==> config.mk <==
export PLATFORM = sky130hd
export DESIGN_NAME = cpm_power_mode
export DESIGN_NICKNAME = d
export VERILOG_FILES = /design/src/hw/cpm_pkg.sv /design/src/hw/cpm_power_mode.sv
export SDC_FILE = /design/constraint.sdc
export NUM_CORES = 1
export LEC_CHECK = 0
export ABC_AREA = 1
export ABC_CLOCK_PERIOD_IN_PS = 2200
export BUFFER_PORTS_ARGS = -buffer_cell sky130_fd_sc_hd__buf_2
export CORE_ASPECT_RATIO = 0.5
export CORE_MARGIN = 8
export CORE_UTILIZATION = 35
export DETAILED_ROUTE_END_ITERATION = 8
export PLACE_DENSITY_LB_ADDON = 0.2
export SLEW_MARGIN = 40
export SYNTH_ARGS = -nofsm -noshare
export SYNTH_HDL_FRONTEND = slang
export SYNTH_SLANG_ARGS = --single-unit
==> constraint.sdc <==
create_clock -name ref_clk -period 2.2 [get_ports ref_clk]
set_input_delay 0.44 -clock ref_clk [delete_from_list [all_inputs] [get_ports ref_clk]]
set_output_delay 0.44 -clock ref_clk [all_outputs]
set_load 0.02 [all_outputs]
==> src/hw/cpm_pkg.sv <==
// Constants for the processor core power mode control block.
package cpm_pkg;
  localparam int unsigned ADDR_W          = 12;
  localparam int unsigned DATA_W          = 32;
  localparam int unsigned PWR_CTRL_INDEX  = 32'h87;
  localparam logic [11:0] PWR_CTRL_ADDR   = 12'h21C;
  localparam logic [11:0] STATUS_ADDR     = 12'h220;
  localparam logic [7:0]  PWR_CTRL_RESET  = 8'h00;
  localparam int unsigned IDLE_BIT        = 0;
  localparam int unsigned STOP_BIT        = 1;
  localparam logic [15:0] RESET_VECTOR    = 16'h0000;
  localparam int unsigned MCD_TIMEOUT_US  = 100;
  localparam int unsigned CLK_MHZ         = 40;
  localparam int unsigned MCD_TIMEOUT_CYC = MCD_TIMEOUT_US * CLK_MHZ;
  localparam int unsigned ST_RUN_BIT      = 0;
  localparam int unsigned ST_IDLE_BIT     = 1;
  localparam int unsigned ST_STOP_BIT     = 2;
  localparam int unsigned ST_WAKE_BIT     = 3;
  typedef enum logic [1:0] {
    CPM_RUN  = 2'b00,
    CPM_IDLE = 2'b01,
    CPM_STOP = 2'b10
  } cpm_state_t;
endpackage

==> src/hw/cpm_power_mode.sv <==
// Power mode controller: idle and stop states of the core, APB register slave.
`timescale 1ns/1ps
`default_nettype none
// What this block does
// Idle bit write halts core after instruction
// Idle keeps registers and memory unchanged
// Idle never gates peripheral clocks
// Enabled interrupt or reset ends idle
// Interrupt wake clears idle, services interrupt
// Resume at instruction after idle write
// Reset ends idle, fetch from zero
// Watchdog keeps counting, resets out of idle
// Stop bit write enters stop after instruction
// Stop halts oscillator, core, digital peripherals
// Stop silences interrupts and timers except detector
// Stop leaves analog peripherals as selected
// Only reset ends stop, interrupts ignored
// Enabled clock detector resets out of stop
// Software disables detector for long stops
// Select bits read zero, reserved bits zero
module cpm_power_mode (
  // Clock and reset
  input  wire logic                       ref_clk,
  input  wire logic                       resetn,
  // APB slave
  input  wire logic                       psel,
  input  wire logic                       penable,
  input  wire logic                       pwrite,
  input  wire logic [cpm_pkg::ADDR_W-1:0] paddr,
  input  wire logic [cpm_pkg::DATA_W-1:0] pwdata,
  input  wire logic [3:0]                 pstrb,
  output logic      [cpm_pkg::DATA_W-1:0] prdata,
  output logic                            pready,
  output logic                            pslverr,
  // Core side
  input  wire logic                       instrDone,
  input  wire logic                       irqPending,
  input  wire logic                       wdtEnable,
  input  wire logic                       mcdEnable,
  input  wire logic                       mcdTimeout,
  output logic                            coreHalt,
  output logic                            coreClkEn,
  output logic                            periphClkEn,
  output logic                            intOscEn,
  output logic                            irqTimerEn,
  output logic                            mcdActive,
  output logic                            internalReset,
  output logic      [15:0]                fetchAddr
);
  import cpm_pkg::*;

  // ************************************************************
  // Register access
  // ************************************************************
  logic [7:0]  pwrCtrl_r;
  logic        idleReq_r;
  logic        stopReq_r;
  cpm_state_t  state_r;
  cpm_state_t  state_nxt;
  logic        wakeIrq_r;
  logic        access;
  logic        hitCtrl;
  logic        hitStat;

  assign access  = psel && penable;
  assign hitCtrl = (paddr == PWR_CTRL_ADDR);
  assign hitStat = (paddr == STATUS_ADDR);
  assign pready  = 1'b1;
  assign pslverr = access && !hitCtrl && !hitStat;

  // Select bits are write-only triggers; the reserved upper bits stay zero.
  always_ff @(posedge ref_clk) begin
    if (!resetn) begin
      pwrCtrl_r <= PWR_CTRL_RESET;
      idleReq_r <= 1'b0;
      stopReq_r <= 1'b0;
    end else begin
      if (access && pwrite && hitCtrl && pstrb[0]) begin
        idleReq_r <= pwdata[IDLE_BIT];
        stopReq_r <= pwdata[STOP_BIT];
      end else if (instrDone) begin
        idleReq_r <= 1'b0;
        stopReq_r <= 1'b0;
      end
      pwrCtrl_r <= PWR_CTRL_RESET;
    end
  end

  always_ff @(posedge ref_clk) begin
    if (!resetn) begin
      prdata <= '0;
    end else if (psel && !penable && !pwrite) begin
      if (paddr == PWR_CTRL_ADDR) begin
        prdata <= {24'h000000, pwrCtrl_r};
      end else if (paddr == STATUS_ADDR) begin
        prdata <= {28'h0000000, wakeIrq_r, state_r == CPM_STOP,
                   state_r == CPM_IDLE, state_r == CPM_RUN};
      end else begin
        prdata <= '0;
      end
    end
  end

  // ************************************************************
  // Power state machine
  // ************************************************************
  // Stop has no interrupt exit at all; only the synchronous reset leaves it.
  always_comb begin
    state_nxt = state_r;
    unique case (state_r)
      CPM_RUN: begin
        if (instrDone && stopReq_r) begin
          state_nxt = CPM_STOP;
        end else if (instrDone && idleReq_r) begin
          state_nxt = CPM_IDLE;
        end
      end
      CPM_IDLE: begin
        if (irqPending) begin
          state_nxt = CPM_RUN;
        end
      end
      CPM_STOP: begin
        state_nxt = CPM_STOP;
      end
      default: state_nxt = CPM_RUN;
    endcase
  end

  always_ff @(posedge ref_clk) begin
    if (!resetn) begin
      state_r <= CPM_RUN;
    end else begin
      state_r <= state_nxt;
    end
  end

  always_ff @(posedge ref_clk) begin
    if (!resetn) begin
      wakeIrq_r <= 1'b0;
    end else if (state_r == CPM_IDLE && irqPending) begin
      wakeIrq_r <= 1'b1;
    end else if (access && pwrite && hitStat) begin
      wakeIrq_r <= 1'b0;
    end
  end

  // ************************************************************
  // Outputs to the core and clock tree
  // ************************************************************
  // Halting the core clock freezes its registers, so the core resumes at the
  // next instruction when the halt drops.
  assign coreHalt    = (state_r != CPM_RUN);
  assign coreClkEn   = (state_r == CPM_RUN);
  assign periphClkEn = (state_r != CPM_STOP);
  assign intOscEn    = (state_r != CPM_STOP);
  assign irqTimerEn  = (state_r != CPM_STOP);
  assign mcdActive   = mcdEnable;
  assign fetchAddr   = RESET_VECTOR;

  // A detector timeout raises the internal reset in idle with the watchdog enabled and in stop with the detector enabled.
  always_ff @(posedge ref_clk) begin
    if (!resetn) begin
      internalReset <= 1'b0;
    end else begin
      internalReset <= (wdtEnable && state_r == CPM_IDLE && mcdTimeout)
                     || (mcdEnable && mcdTimeout && state_r == CPM_STOP);
    end
  end

  // ************************************************************
  // Checks
  // ************************************************************
  property p_idle_enter;
    @(posedge ref_clk) disable iff (!resetn)
      (state_r == CPM_RUN && instrDone && idleReq_r && !stopReq_r) |=> state_r == CPM_IDLE;
  endproperty
  a_idle_enter: assert property (p_idle_enter) else $error("idle not entered");

  property p_stop_enter;
    @(posedge ref_clk) disable iff (!resetn)
      (state_r == CPM_RUN && instrDone && stopReq_r) |=> state_r == CPM_STOP;
  endproperty
  a_stop_enter: assert property (p_stop_enter) else $error("stop not entered");

  property p_idle_wake;
    @(posedge ref_clk) disable iff (!resetn)
      (state_r == CPM_IDLE && irqPending) |=> (state_r == CPM_RUN && !coreHalt);
  endproperty
  a_idle_wake: assert property (p_idle_wake) else $error("idle wake failed");

  property p_stop_hold;
    @(posedge ref_clk) disable iff (!resetn)
      (state_r == CPM_STOP) |=> (state_r == CPM_STOP);
  endproperty
  a_stop_hold: assert property (p_stop_hold) else $error("stop left early");

  property p_stop_clocks;
    @(posedge ref_clk) disable iff (!resetn)
      (state_r == CPM_STOP) |-> (!intOscEn && !periphClkEn && !irqTimerEn);
  endproperty
  a_stop_clocks: assert property (p_stop_clocks) else $error("stop clocks on");

  property p_idle_periph;
    @(posedge ref_clk) disable iff (!resetn)
      (state_r == CPM_IDLE) |-> (periphClkEn && !coreClkEn);
  endproperty
  a_idle_periph: assert property (p_idle_periph) else $error("idle clocks wrong");

  property p_mcd_reset;
    @(posedge ref_clk) disable iff (!resetn)
      (state_r == CPM_STOP && mcdEnable && mcdTimeout) |=> internalReset;
  endproperty
  a_mcd_reset: assert property (p_mcd_reset) else $error("no detector reset");

  property p_read_zero;
    @(posedge ref_clk) disable iff (!resetn)
      (psel && !penable && !pwrite && hitCtrl) |=> (prdata == 32'h00000000);
  endproperty
  a_read_zero: assert property (p_read_zero) else $error("select bits read one");

  // ************************************************************
  // Further checks on state, clocks and the register port
  // ************************************************************
  property p_idle_core_off;
    @(posedge ref_clk) disable iff (!resetn)
      (state_r == CPM_IDLE) |-> (coreHalt && !coreClkEn);
  endproperty
  a_idle_core_off: assert property (p_idle_core_off) else $error("core clock on in idle");

  property p_idle_hold;
    @(posedge ref_clk) disable iff (!resetn)
      (state_r == CPM_IDLE && !irqPending) |=> (state_r == CPM_IDLE);
  endproperty
  a_idle_hold: assert property (p_idle_hold) else $error("idle left without wake");

  property p_wake_flag;
    @(posedge ref_clk) disable iff (!resetn)
      (state_r == CPM_IDLE && irqPending) |=> wakeIrq_r;
  endproperty
  a_wake_flag: assert property (p_wake_flag) else $error("wake flag not set");

  property p_wake_sticky;
    @(posedge ref_clk) disable iff (!resetn)
      (wakeIrq_r && !(access && pwrite && hitStat)) |=> wakeIrq_r;
  endproperty
  a_wake_sticky: assert property (p_wake_sticky) else $error("wake flag lost");

  property p_reset_vector;
    @(posedge ref_clk) disable iff (!resetn)
      (fetchAddr == RESET_VECTOR);
  endproperty
  a_reset_vector: assert property (p_reset_vector) else $error("wrong reset vector");

  property p_wdt_reset;
    @(posedge ref_clk) disable iff (!resetn)
      (state_r == CPM_IDLE && wdtEnable && mcdTimeout) |=> internalReset;
  endproperty
  a_wdt_reset: assert property (p_wdt_reset) else $error("no watchdog reset");

  property p_stop_core_off;
    @(posedge ref_clk) disable iff (!resetn)
      (state_r == CPM_STOP) |-> (coreHalt && !coreClkEn);
  endproperty
  a_stop_core_off: assert property (p_stop_core_off) else $error("core runs in stop");

  property p_mcd_live;
    @(posedge ref_clk) disable iff (!resetn)
      (mcdActive == mcdEnable);
  endproperty
  a_mcd_live: assert property (p_mcd_live) else $error("detector gated");

  property p_stop_irq_ignored;
    @(posedge ref_clk) disable iff (!resetn)
      (state_r == CPM_STOP && irqPending) |=> (state_r == CPM_STOP);
  endproperty
  a_stop_irq_ignored: assert property (p_stop_irq_ignored) else $error("interrupt left stop");

  property p_no_stray_reset;
    @(posedge ref_clk) disable iff (!resetn)
      !((state_r == CPM_IDLE && wdtEnable && mcdTimeout)
        || (state_r == CPM_STOP && mcdEnable && mcdTimeout)) |=> !internalReset;
  endproperty
  a_no_stray_reset: assert property (p_no_stray_reset) else $error("stray reset");

  property p_ctrl_zero;
    @(posedge ref_clk) disable iff (!resetn)
      (pwrCtrl_r == PWR_CTRL_RESET);
  endproperty
  a_ctrl_zero: assert property (p_ctrl_zero) else $error("control bits not zero");

  property p_run_clocks;
    @(posedge ref_clk) disable iff (!resetn)
      (state_r == CPM_RUN) |-> (coreClkEn && periphClkEn && intOscEn && irqTimerEn && !coreHalt);
  endproperty
  a_run_clocks: assert property (p_run_clocks) else $error("run clocks wrong");

  property p_bad_addr;
    @(posedge ref_clk) disable iff (!resetn)
      (access && !hitCtrl && !hitStat) |-> pslverr;
  endproperty
  a_bad_addr: assert property (p_bad_addr) else $error("no error on unmapped access");

  property p_ready;
    @(posedge ref_clk) disable iff (!resetn)
      pready;
  endproperty
  a_ready: assert property (p_ready) else $error("wait state inserted");

  property p_req_clear;
    @(posedge ref_clk) disable iff (!resetn)
      (instrDone && !(access && pwrite && hitCtrl)) |=> (!idleReq_r && !stopReq_r);
  endproperty
  a_req_clear: assert property (p_req_clear) else $error("request not consumed");

  property p_idle_regs_kept;
    @(posedge ref_clk) disable iff (!resetn)
      (state_r == CPM_IDLE && !psel) |=> $stable(prdata);
  endproperty
  a_idle_regs_kept: assert property (p_idle_regs_kept) else $error("data lost in idle");

  property p_stop_priority;
    @(posedge ref_clk) disable iff (!resetn)
      (state_r == CPM_RUN && instrDone && stopReq_r && idleReq_r) |=> (state_r == CPM_STOP);
  endproperty
  a_stop_priority: assert property (p_stop_priority) else $error("idle beat stop");

  property p_run_hold;
    @(posedge ref_clk) disable iff (!resetn)
      (state_r == CPM_RUN && !instrDone) |=> (state_r == CPM_RUN);
  endproperty
  a_run_hold: assert property (p_run_hold) else $error("halt before instruction end");

  property p_status_upper;
    @(posedge ref_clk) disable iff (!resetn)
      (psel && !penable && !pwrite && hitStat) |=> (prdata[31:4] == 28'h0000000);
  endproperty
  a_status_upper: assert property (p_status_upper) else $error("status upper bits set");

  c_idle: cover property (@(posedge ref_clk) state_r == CPM_IDLE ##1 state_r == CPM_RUN);
  c_wake: cover property (@(posedge ref_clk) wakeIrq_r);
  c_stop: cover property (@(posedge ref_clk) state_r == CPM_STOP);
  c_rst: cover property (@(posedge ref_clk) internalReset);
endmodule
`default_nettype wire

==> results of run 1 <==
## power by group through the flow
| stage | logic [mW] | clock network, mW | registers (mW) |
|---|---|---|---|
| final | 0.131 | 0.179 | 0.187 |
| after detailed placement | 0.128 | 0 | 0.190 |
| after floorplan | 0.152 | 0 | 0.194 |
| after CTS | 0.128 | 0.185 | 0.187 |
| after global placement | 0.127 | 0 | 0.190 |
| after global routing | 0.142 | 0.194 | 0.187 |
## sequential cells by signal (all words and copies together), names as in the netlist
name           flops
prdata             4
wakeIrq_r          1
stopReq_r          1
state_r            2
internalReset      1
idleReq_r          1
## cells in the final DEF, fill, tap and decap left out, types with 2 or more instances in the layout
cell	n
a21oi_1	9
buf_2	36
clkbuf_8	3
conb_1	45
dfxtp_1	10
inv_1	9
nand2_1	11
nand2_2	2
nand3_1	5
nand4_1	3
nor2_1	8
nor2_2	3
o21ai_0	4
## how the worst max path moves through the flow
stage                    to  slack [ns]  cells past startpoint
floorplan           pslverr        0.51                      5
global placement    pslverr        0.46                      6
detailed placement  pslverr        0.46                      6
CTS                 pslverr        0.46                      6
global route        pslverr        0.37                      6
finish              pslverr        0.48                      6
## layer usage
layer	vias to the layer above	GRT usage, %	part of all wire [%]
li1	377	-	-
met1	326	9.31	39
met2	55	15.1	49
met3	2	2.03	11
met4	0	2.49	0.93
met5	-	0	0
## worst register-to-register path, cell delays in order, from the launching register on
cell and delay (ns):
dfxtp_1 0.35, inv_1 0.12, nor2_1 0.21, nand2_1 0.08
a21oi_1 0.15
## cells by family after synthesis
logic type	count (synthesis)
buffers and inverters	57
AND/OR/NAND/NOR	40
AO/OA/AOI/OAI	16
flip-flops	10
other	2
## final cells by class
class | count | area [um2]
timing repair buffer | 36 | 180
sequential | 10 | 200
clock buffer | 3 | 41.3
fill | 277 | 1550
inverter | 9 | 33.8
multi-input combinational | 101 | 483
tap | 37 | 46.3
## metrics by stage
| stage | setup slack, ns | utilization (%) | instances | hold slack, ns | area, um2 |
|---|---|---|---|---|---|
| floorplan | 0.511 | - | 168 | 0.426 | 1080 |
| global placement | 0.462 | 37.2 | 193 | 0.448 | 943 |
| global route | 0.366 | 38.8 | 196 | 0.482 | 985 |
| detailed placement | 0.463 | 37.2 | 193 | 0.444 | 943 |
| CTS | 0.459 | 38.8 | 196 | 0.454 | 985 |
| finish | 0.481 | 38.8 | 196 | 0.453 | 985 |
==> impl_metrics.py, run 1 <==
metrics = {
    "hold_path": {
        "whs_endpoint": "prdata[3]$_SDFFE_PN0P_",
        "worst_hold_path.num_cells": 2,
        "min_path_type": "reg2reg",
        "min_from": "wakeIrq_r$_SDFFE_PN0P_",
    },
    "sta": {
        "report.final.slew_viol_count": 0,
        "post-route-min-period_ns": 1.72,
        "layout_worst_path_cycle_share_pct": 78.1,
        "setup_total_negative_slack_ns": 0,
        "fmaxAchievable_mhz": 582,
        "rsz0062_at_grt": "no",
        "setup_viol": 0,
        "skew_ns": 0.00205,
        "finalHoldViolations": 0,
    },
    "die": {
        "fp.coreArea_um2": 2540,
        "floorplan.die.height_um": 52.2,
        "floorplan.die_area_um2": 4610,
        "die_x_um": 88.3,
        "design.portCount": 115,
        "floorplan.rows": 13,
        "initial_core_util_pct": 36.1,
    },
    "synthesis": {
        "synth_compound_area_share_pct": 9.70,
        "synth_common_cells": "48 x buf_4, 11 x nand2_1, 10 x dfxtp_1, 9 x a21oi_1, 9 x inv_1",
        "synth_cells": 125,
        "combinational_family_with_the_most_area_after_synthesis": "buffers and inverters",
        "synthXorXnorAreaFrac_pct": 0,
        "synth_top_flop_cell": "dfxtp_1",
        "synthDominantCellAreaShare_pct": 39.3,
        "netlist-cell-type-count": 23,
        "ys_seq_area_share_pct": 21.9,
        "post_synth_fa_ha_maj_area_fraction_pct": 0,
        "synth.most_common_cell": "buf_4",
        "yosysWarningCount": 0,
        "async_flop_share_pct": 0,
        "synth_simple_gate_area_share_pct": 24.6,
        "syn_area_um2": 916,
        "netlist.top_cell.by_area": "buf_4",
        "synth-seq-cells": 10,
        "synth-edff-count": 0,
        "syn_area_per_cell_um2": 7.33,
        "ys_top_cells_by_area": "buf_4 39%, dfxtp_1 22%, a21oi_1 4.9%, nand2_1 4.5%, inv_1 3.7%",
        "synth_mux_area_share_pct": 0,
    },
    "global_route": {
        "grt_first_pass_wirelength_mm": 3.03,
        "grt_pass1_vias": 693,
        "antenna_found_initial": 0,
        "overflow": 0,
        "grt.total_usage_pct": 8.25,
        "grt_start_max_net_pins": 9,
    },
    "clock_network": {
        "cts.hold.buffers_added": 0,
        "cts-resized-gates": 0,
        "worst_setup_hold_path_clk_slew_ns": 0.04,
        "clock_latency_reported_for_the_late_side_of_the_worst_skew_pair_ns": 0.23,
        "cts_tree": "done",
        "root_buffer": "clkbuf_8",
        "htree_num_levels": 1,
        "cts_post_setup_buffers_inserted": 0,
        "clock_sink_count": 10,
        "cts-buffers-inserted": 3,
        "clock_path_buffers": 2,
    },
    "critical_path": {
        "worst_r2r_endpoint": "wakeIrq_r$_SDFFE_PN0P_",
        "cp.buffers_inverters": 2,
        "reg2reg_depth": 4,
        "timing.critical_path.slowest_cell_delay_ns": 0.25,
        "cp_data_required_time_ns": 1.76,
        "worstSetupPathType": "in2out",
        "critPathCaptureType": "output port",
        "worst_ep_arrival_time_ns": 1.28,
        "critPathMaxFanout": 5,
        "worst_setup_path_start_kind": "primary input",
        "ff2ff_setup_slack_ns": 1.23,
        "critical-path-slowest-cell": "nor3_4",
        "top_delay_family_on_crit_path": "simple AND/OR/NAND/NOR gates",
        "reg2reg_from": "state_r[0]$_SDFFE_PN0P_",
        "cp_cell_sequence": "buf_2 -> nor2_1 -> nand3_1 -> nor3_4 -> a211oi_1 -> buf_2",
        "critical-path-top-cell-by-count": "buf_2",
        "timing.critical_path.from": "paddr[7]",
    },
    "finish": {
        "relative_area_change_from_synthesis_to_final_layout_pct": 7.51,
        "final_nets": 219,
        "n_antenna_cell": 0,
        "drive_gt1_share_pct": 31.4,
    },
    "pwr": {
        "power.internal_mw": 0.331,
        "clkPwrFrac_pct": 36.0,
        "vdd_ir_drop_max_uv": 131,
        "power_dens_cells_nw_per_um2": 504,
        "switching_pwr_mw": 0.165,
        "share_comb_of_total_power_pct": 26.4,
        "p_total_mw": 0.496,
        "power.share.sequential_pct": 37.6,
        "power.leakage_nw": 0.531,
        "sw_frac_of_total_pct": 33.3,
    },
    "route": {
        "drc_errors": 0,
        "vias_after_detailed_routing": 760,
        "first_pass_iters": 5,
        "drt-vias-per-instance": 3.88,
        "postRouteAntennaNets": 0,
        "drt_wl_total_mm": 2.05,
        "drtIter0Drc": 25,
        "wire_per_inst_um": 10.5,
    },
    "outcome": {
        "run_status": "finished clean",
    },
    "placement": {
        "placement.io_buffers": 36,
        "place.gp.congestion": 0.699,
        "hpwl_mm": 1.86,
    },
    "flow_run": {
        "drv.max_cap_violation_count": 0,
    },
}
Power figures use the tool's default switching activity.
==> run 2: changes to the inputs <==
- ABC_CLOCK_PERIOD_IN_PS: 2200 -> 1600
- CORE_UTILIZATION: 35 -> 32
- clock period: 2.2 -> 1.6 ns (I/O delays scaled with it)
==> run 2 against run 1 <==
Hold slack got worse by 0.099 ns. Wire length decreased by 1.1%. Global-route usage decreased by 0.23 points. Critical path depth increased by 1. Combinational power increased by 37%. Sequential share of layout area decreased by 0.15 points. Via count decreased by 0.92%. Core utilization decreased by 1.4 points. Cell count increased by 0.51%.
==> impl_metrics.py, run 2 (same netlist as run 1, synthesis figures left out) <==
metrics = {
    "finish": {
        "n_antenna_cell": 0,
        "register_with_the_most_flip_flops": "prdata",
        "largest_register_ff_count": 4,
        "stdcell_area_um2": 992,
        "drive_gt1_share_pct": 31.9,
        "relative_area_change_from_synthesis_to_final_layout_pct": 8.33,
        "final_nets": 220,
        "layout.cells.most_common_list": "45 x conb_1, 36 x buf_2, 11 x nand2_1, 10 x dfxtp_1",
        "largestRegisters": "prdata x4, state_r x2",
        "layout.filler_cells": 299,
        "most_frequent_standard_cell_in_the_layout_excluding_fill_and_tap_cells": "conb_1",
        "stdcell_count": 197,
    },
    "clock_network": {
        "clock_path_buffers": 2,
        "htree_num_levels": 1,
        "worst_setup_hold_path_clk_slew_ns": 0.04,
        "cts.hold.buffers_added": 0,
        "cts_tree": "done",
        "root_buffer": "clkbuf_8",
        "clock_sink_count": 10,
        "cts-resized-gates": 0,
        "cts_post_setup_buffers_inserted": 0,
        "clock_latency_reported_for_the_late_side_of_the_worst_skew_pair_ns": 0.23,
        "cts-buffers-inserted": 3,
    },
    "global_route": {
        "antenna_found_initial": 0,
        "overflow": 0,
        "grt_pass1_vias": 715,
        "grt_first_pass_wirelength_mm": 3.20,
        "grt.total_usage_pct": 8.02,
        "grt_start_max_net_pins": 9,
    },
    "route": {
        "vias_after_detailed_routing": 753,
        "postRouteAntennaNets": 0,
        "drtIter0Drc": 36,
        "drc_errors": 0,
        "drt_wl_total_mm": 2.03,
        "wire_per_inst_um": 10.3,
        "drt-vias-per-instance": 3.82,
        "first_pass_iters": 4,
    },
    "placement": {
        "hpwl_mm": 1.83,
        "dpl_cell_area_um2": 951,
        "pre_cts_slack_ns": 0.170,
        "place.gp.congestion": 0.747,
        "placement.io_buffers": 36,
        "placed_cells_incl_taps": 194,
    },
    "die": {
        "floorplan.die_area_um2": 4930,
        "design.portCount": 115,
        "initial_core_util_pct": 34.5,
        "floorplan.rows": 13,
        "floorplan.die.height_um": 53.8,
        "die_x_um": 91.7,
        "fp.coreArea_um2": 2650,
    },
    "flow_run": {
        "drv.max_cap_violation_count": 0,
    },
    "critical_path": {
        "timing.critical_path.slowest_cell_delay_ns": 0.22,
        "cp.buffers_inverters": 3,
        "cp_data_required_time_ns": 1.28,
        "worstSetupPathType": "in2out",
        "cp_cell_sequence": "buf_2 -> inv_1 -> nor2_2 -> nand2_2 -> nor2_2 -> a211oi_1 -> buf_2",
        "top_delay_family_on_crit_path": "buffers and inverters",
        "critPathMaxFanout": 4,
        "critPathCaptureType": "output port",
        "worst_ep_arrival_time_ns": 1.09,
        "worst_setup_path_start_kind": "primary input",
        "critical-path-slowest-cell": "a211oi_1",
    },
    "sta": {
        "hold_slack_ns": 0.354,
        "layout_worst_path_cycle_share_pct": 88.1,
        "skew_ns": 0.00135,
        "setup_total_negative_slack_ns": 0,
        "fmaxAchievable_mhz": 709,
        "rsz0062_at_grt": "no",
        "setup_viol": 0,
        "finalHoldViolations": 0,
        "layout_setup_ws_ns": 0.190,
        "post-route-min-period_ns": 1.41,
        "report.final.slew_viol_count": 0,
    },
    "outcome": {
        "run_status": "finished clean",
    },
    "pwr": {
        "vdd_ir_drop_max_uv": 250,
        "power.leakage_nw": 0.537,
        "power_dens_cells_nw_per_um2": 692,
    },
    "hold_path": {
        "min_path_type": "in2reg",
    },
}
run 2: cell types whose count changed in the layout (fill, tap and decap cells not counted), sizes merged:
cell / change
buf: +1
run 2: final timing paths:
| kind | slack [ns] | start | depth (start not counted) | to |
|---|---|---|---|---|
| max | 0.19 | paddr[9] | 7 | pslverr |
| min | 0.35 | wdtEnable | 3 | internalReset$_SDFF_PN0_ |
| max reg2reg | 0.63 | state_r[0]$_SDFFE_PN0P_ | 4 | internalReset$_SDFF_PN0_ |
| min reg2reg | 0.46 | wakeIrq_r$_SDFFE_PN0P_ | 2 | wakeIrq_r$_SDFFE_PN0P_ |
run 2: tightest hold or removal path, delay by kind of cell:
kind / cells / cell delay (ns)
buffers and inverters: 1 / 0.10
and+or+nand+nor: 1 / 0.07
AOI/OAI and AO/OA: 1 / 0.05
run 2: report_power, final:
group	internal (mW)	switching, mW	total (mW)
clock	0.164	0.0864	0.250
sequential	0.255	0.00193	0.257
combinational	0.0368	0.143	0.179
total	0.455	0.231	0.686
run 2: layout make-up:
class	instances	area, um2	area share, %
Multi-Input combinational cell	101	483	48.7
Sequential cell	10	200	20.2
Timing Repair Buffer	37	188	18.9
Tap cell	37	46.3	4.67
Clock buffer	3	41.3	4.16
Inverter	9	33.8	3.40
run 2: layer usage:
layer / vias to the layer above / wire [um] / GRT usage, %
li1: 382 / - / -
met1: 323 / 804 / 8.74
met2: 44 / 952 / 13.7
met3: 4 / 240 / 3.74
met4: 0 / 31 / 3.22
met5: - / 0 / 0
run 2: through the flow:
step                      utilization (%)  total power, mW
after detailed placement             35.9            0.437
after floorplan                         -            0.476
final                                37.4            0.686
after global routing                 37.4            0.734
after CTS                            37.4            0.695
after global placement               35.9            0.436
==> run 3: changes to the inputs <==
- RECOVER_POWER: unset -> 50
==> run 3 against run 2 <==
Sequential share of layout area grew 0.28 points. Core utilization shrank 0.52 points. Non-clock buffer count is the same. Via count shrank 1.2%. Sequential power is essentially flat. Cell count is the same. Cell area shrank 1.4%. Flip-flop and latch count is the same. Combinational power is essentially flat. Critical path depth shrank 1. Global-route usage is the same.
==> impl_metrics.py, run 3 (same netlist as run 1, synthesis figures left out) <==
metrics = {
    "outcome": {
        "run_status": "finished clean",
    },
    "critical_path": {
        "worst_setup_path_start_kind": "primary input",
        "critical-path-slowest-cell": "nor2_1",
        "cp_data_required_time_ns": 1.28,
        "timing.critical_path.slowest_cell_delay_ns": 0.24,
        "cp.buffers_inverters": 2,
        "worst_ep_arrival_time_ns": 1.16,
        "critPathMaxFanout": 4,
        "worstSetupPathType": "in2out",
        "top_delay_family_on_crit_path": "simple AND/OR/NAND/NOR gates",
        "critPathCaptureType": "output port",
        "cp_cell_sequence": "buf_2 -> nor2_1 -> nand2_2 -> nor2_1 -> a211oi_1 -> buf_2",
    },
    "route": {
        "drt-vias-per-instance": 3.78,
        "first_pass_iters": 4,
        "wire_per_inst_um": 10.4,
        "drc_errors": 0,
        "drt_wl_total_mm": 2.04,
        "drtIter0Drc": 46,
        "postRouteAntennaNets": 0,
        "vias_after_detailed_routing": 744,
    },
    "finish": {
        "sequential_cell_area_um2": 200,
        "layout.cells.most_common_list": "45 x conb_1, 31 x buf_2, 11 x nand2_1, 10 x dfxtp_1",
        "final_nets": 220,
        "largest_register_ff_count": 4,
        "area_of_combinational_cells_with_multiple_inputs_um2": 475,
        "largestRegisters": "prdata x4, state_r x2",
        "register_with_the_most_flip_flops": "prdata",
        "n_antenna_cell": 0,
        "stdcell_area_um2": 978,
        "layout.filler_cells": 305,
        "relative_area_change_from_synthesis_to_final_layout_pct": 6.83,
        "most_frequent_standard_cell_in_the_layout_excluding_fill_and_tap_cells": "conb_1",
        "drive_gt1_share_pct": 27.5,
    },
    "die": {
        "floorplan.die.height_um": 53.8,
        "floorplan.die_area_um2": 4930,
        "initial_core_util_pct": 34.5,
        "die_x_um": 91.7,
        "fp.coreArea_um2": 2650,
        "design.portCount": 115,
        "floorplan.rows": 13,
    },
    "global_route": {
        "grt_pass1_vias": 715,
        "grt_start_max_net_pins": 9,
        "grt_first_pass_wirelength_mm": 3.20,
        "antenna_found_initial": 0,
        "overflow": 0,
        "grt.total_usage_pct": 8.02,
    },
    "sta": {
        "report.final.slew_viol_count": 0,
        "worst_slew_margin_rel_pct": 44.3,
        "layout_setup_ws_ns": 0.124,
        "finalHoldViolations": 0,
        "setup_viol": 0,
        "worst_pin_slew_ns": 0.834,
        "rsz0062_at_grt": "no",
        "layout_worst_path_cycle_share_pct": 92.3,
        "post-route-min-period_ns": 1.48,
        "fmaxAchievable_mhz": 677,
        "setup_total_negative_slack_ns": 0,
        "skew_ns": 0.00105,
    },
    "placement": {
        "placement.io_buffers": 36,
        "place.gp.congestion": 0.747,
        "hpwl_mm": 1.83,
        "dpl_cell_area_um2": 951,
        "pre_cts_slack_ns": 0.170,
    },
    "pwr": {
        "vdd_ir_drop_max_uv": 251,
        "power_dens_cells_nw_per_um2": 701,
        "p_total_mw": 0.686,
        "power.leakage_nw": 0.516,
    },
    "clock_network": {
        "root_buffer": "clkbuf_8",
        "clock_path_buffers": 2,
        "cts-buffers-inserted": 3,
        "cts_post_setup_buffers_inserted": 0,
        "worst_setup_hold_path_clk_slew_ns": 0.04,
        "cts_tree": "done",
        "cts-resized-gates": 0,
        "htree_num_levels": 1,
        "cts.hold.buffers_added": 0,
        "clock_latency_reported_for_the_late_side_of_the_worst_skew_pair_ns": 0.23,
        "clock_sink_count": 10,
    },
    "hold_path": {
        "min_path_type": "in2reg",
    },
    "flow_run": {
        "drv.max_cap_violation_count": 0,
    },
}
-- run 3: cell count changes in the layout (fill, tap and decap cells not counted), sizes merged --
| cell | delta |
|---|---|
| buf | -5 |
| clkbuf | +5 |
-- run 3: where the power goes --
group / switching, mW / internal, mW
combinational: 0.142 / 0.0350
sequential: 0.00221 / 0.255
clock: 0.0879 / 0.164
total: 0.232 / 0.454
-- run 3: final timing paths --
check	startpoint	to	slack, ns	cells after the start
max	paddr[11]	pslverr	0.12	6
min	wdtEnable	internalReset$_SDFF_PN0_	0.35	3
max reg2reg	state_r[0]$_SDFFE_PN0P_	internalReset$_SDFF_PN0_	0.64	4
min reg2reg	wakeIrq_r$_SDFFE_PN0P_	wakeIrq_r$_SDFFE_PN0P_	0.46	2
-- run 3: tightest hold or removal path, cell delays in order --
cell     delay (ns)
buf_2          0.10
nand3_1        0.07
a21oi_1        0.05
-- run 3: layout make-up --
cell class	count	share of cell area, %
clock buffers	3	4.22
inverters	9	3.45
multi-input cells	101	48.6
flip-flops and latches	10	20.5
well taps	37	4.73
repair buffers	37	18.5
-- run 3: routing by layer --
layer / part of all wire [%] / track usage, % / vias up
li1: - / - / 380
met1: 41 / 8.74 / 314
met2: 46 / 13.7 / 46
met3: 12 / 3.74 / 4
met4: 1.4 / 3.22 / 0
met5: 0 / 0 / -
-- run 3: stage by stage --
stage,cells,hold WS (ns),util (%)
final,197,0.354,36.9
after CTS,197,0.348,37.4
after detailed placement,194,0.450,35.9
after floorplan,168,0.426,-
after global placement,194,0.442,35.9
after global routing,197,0.359,36.9
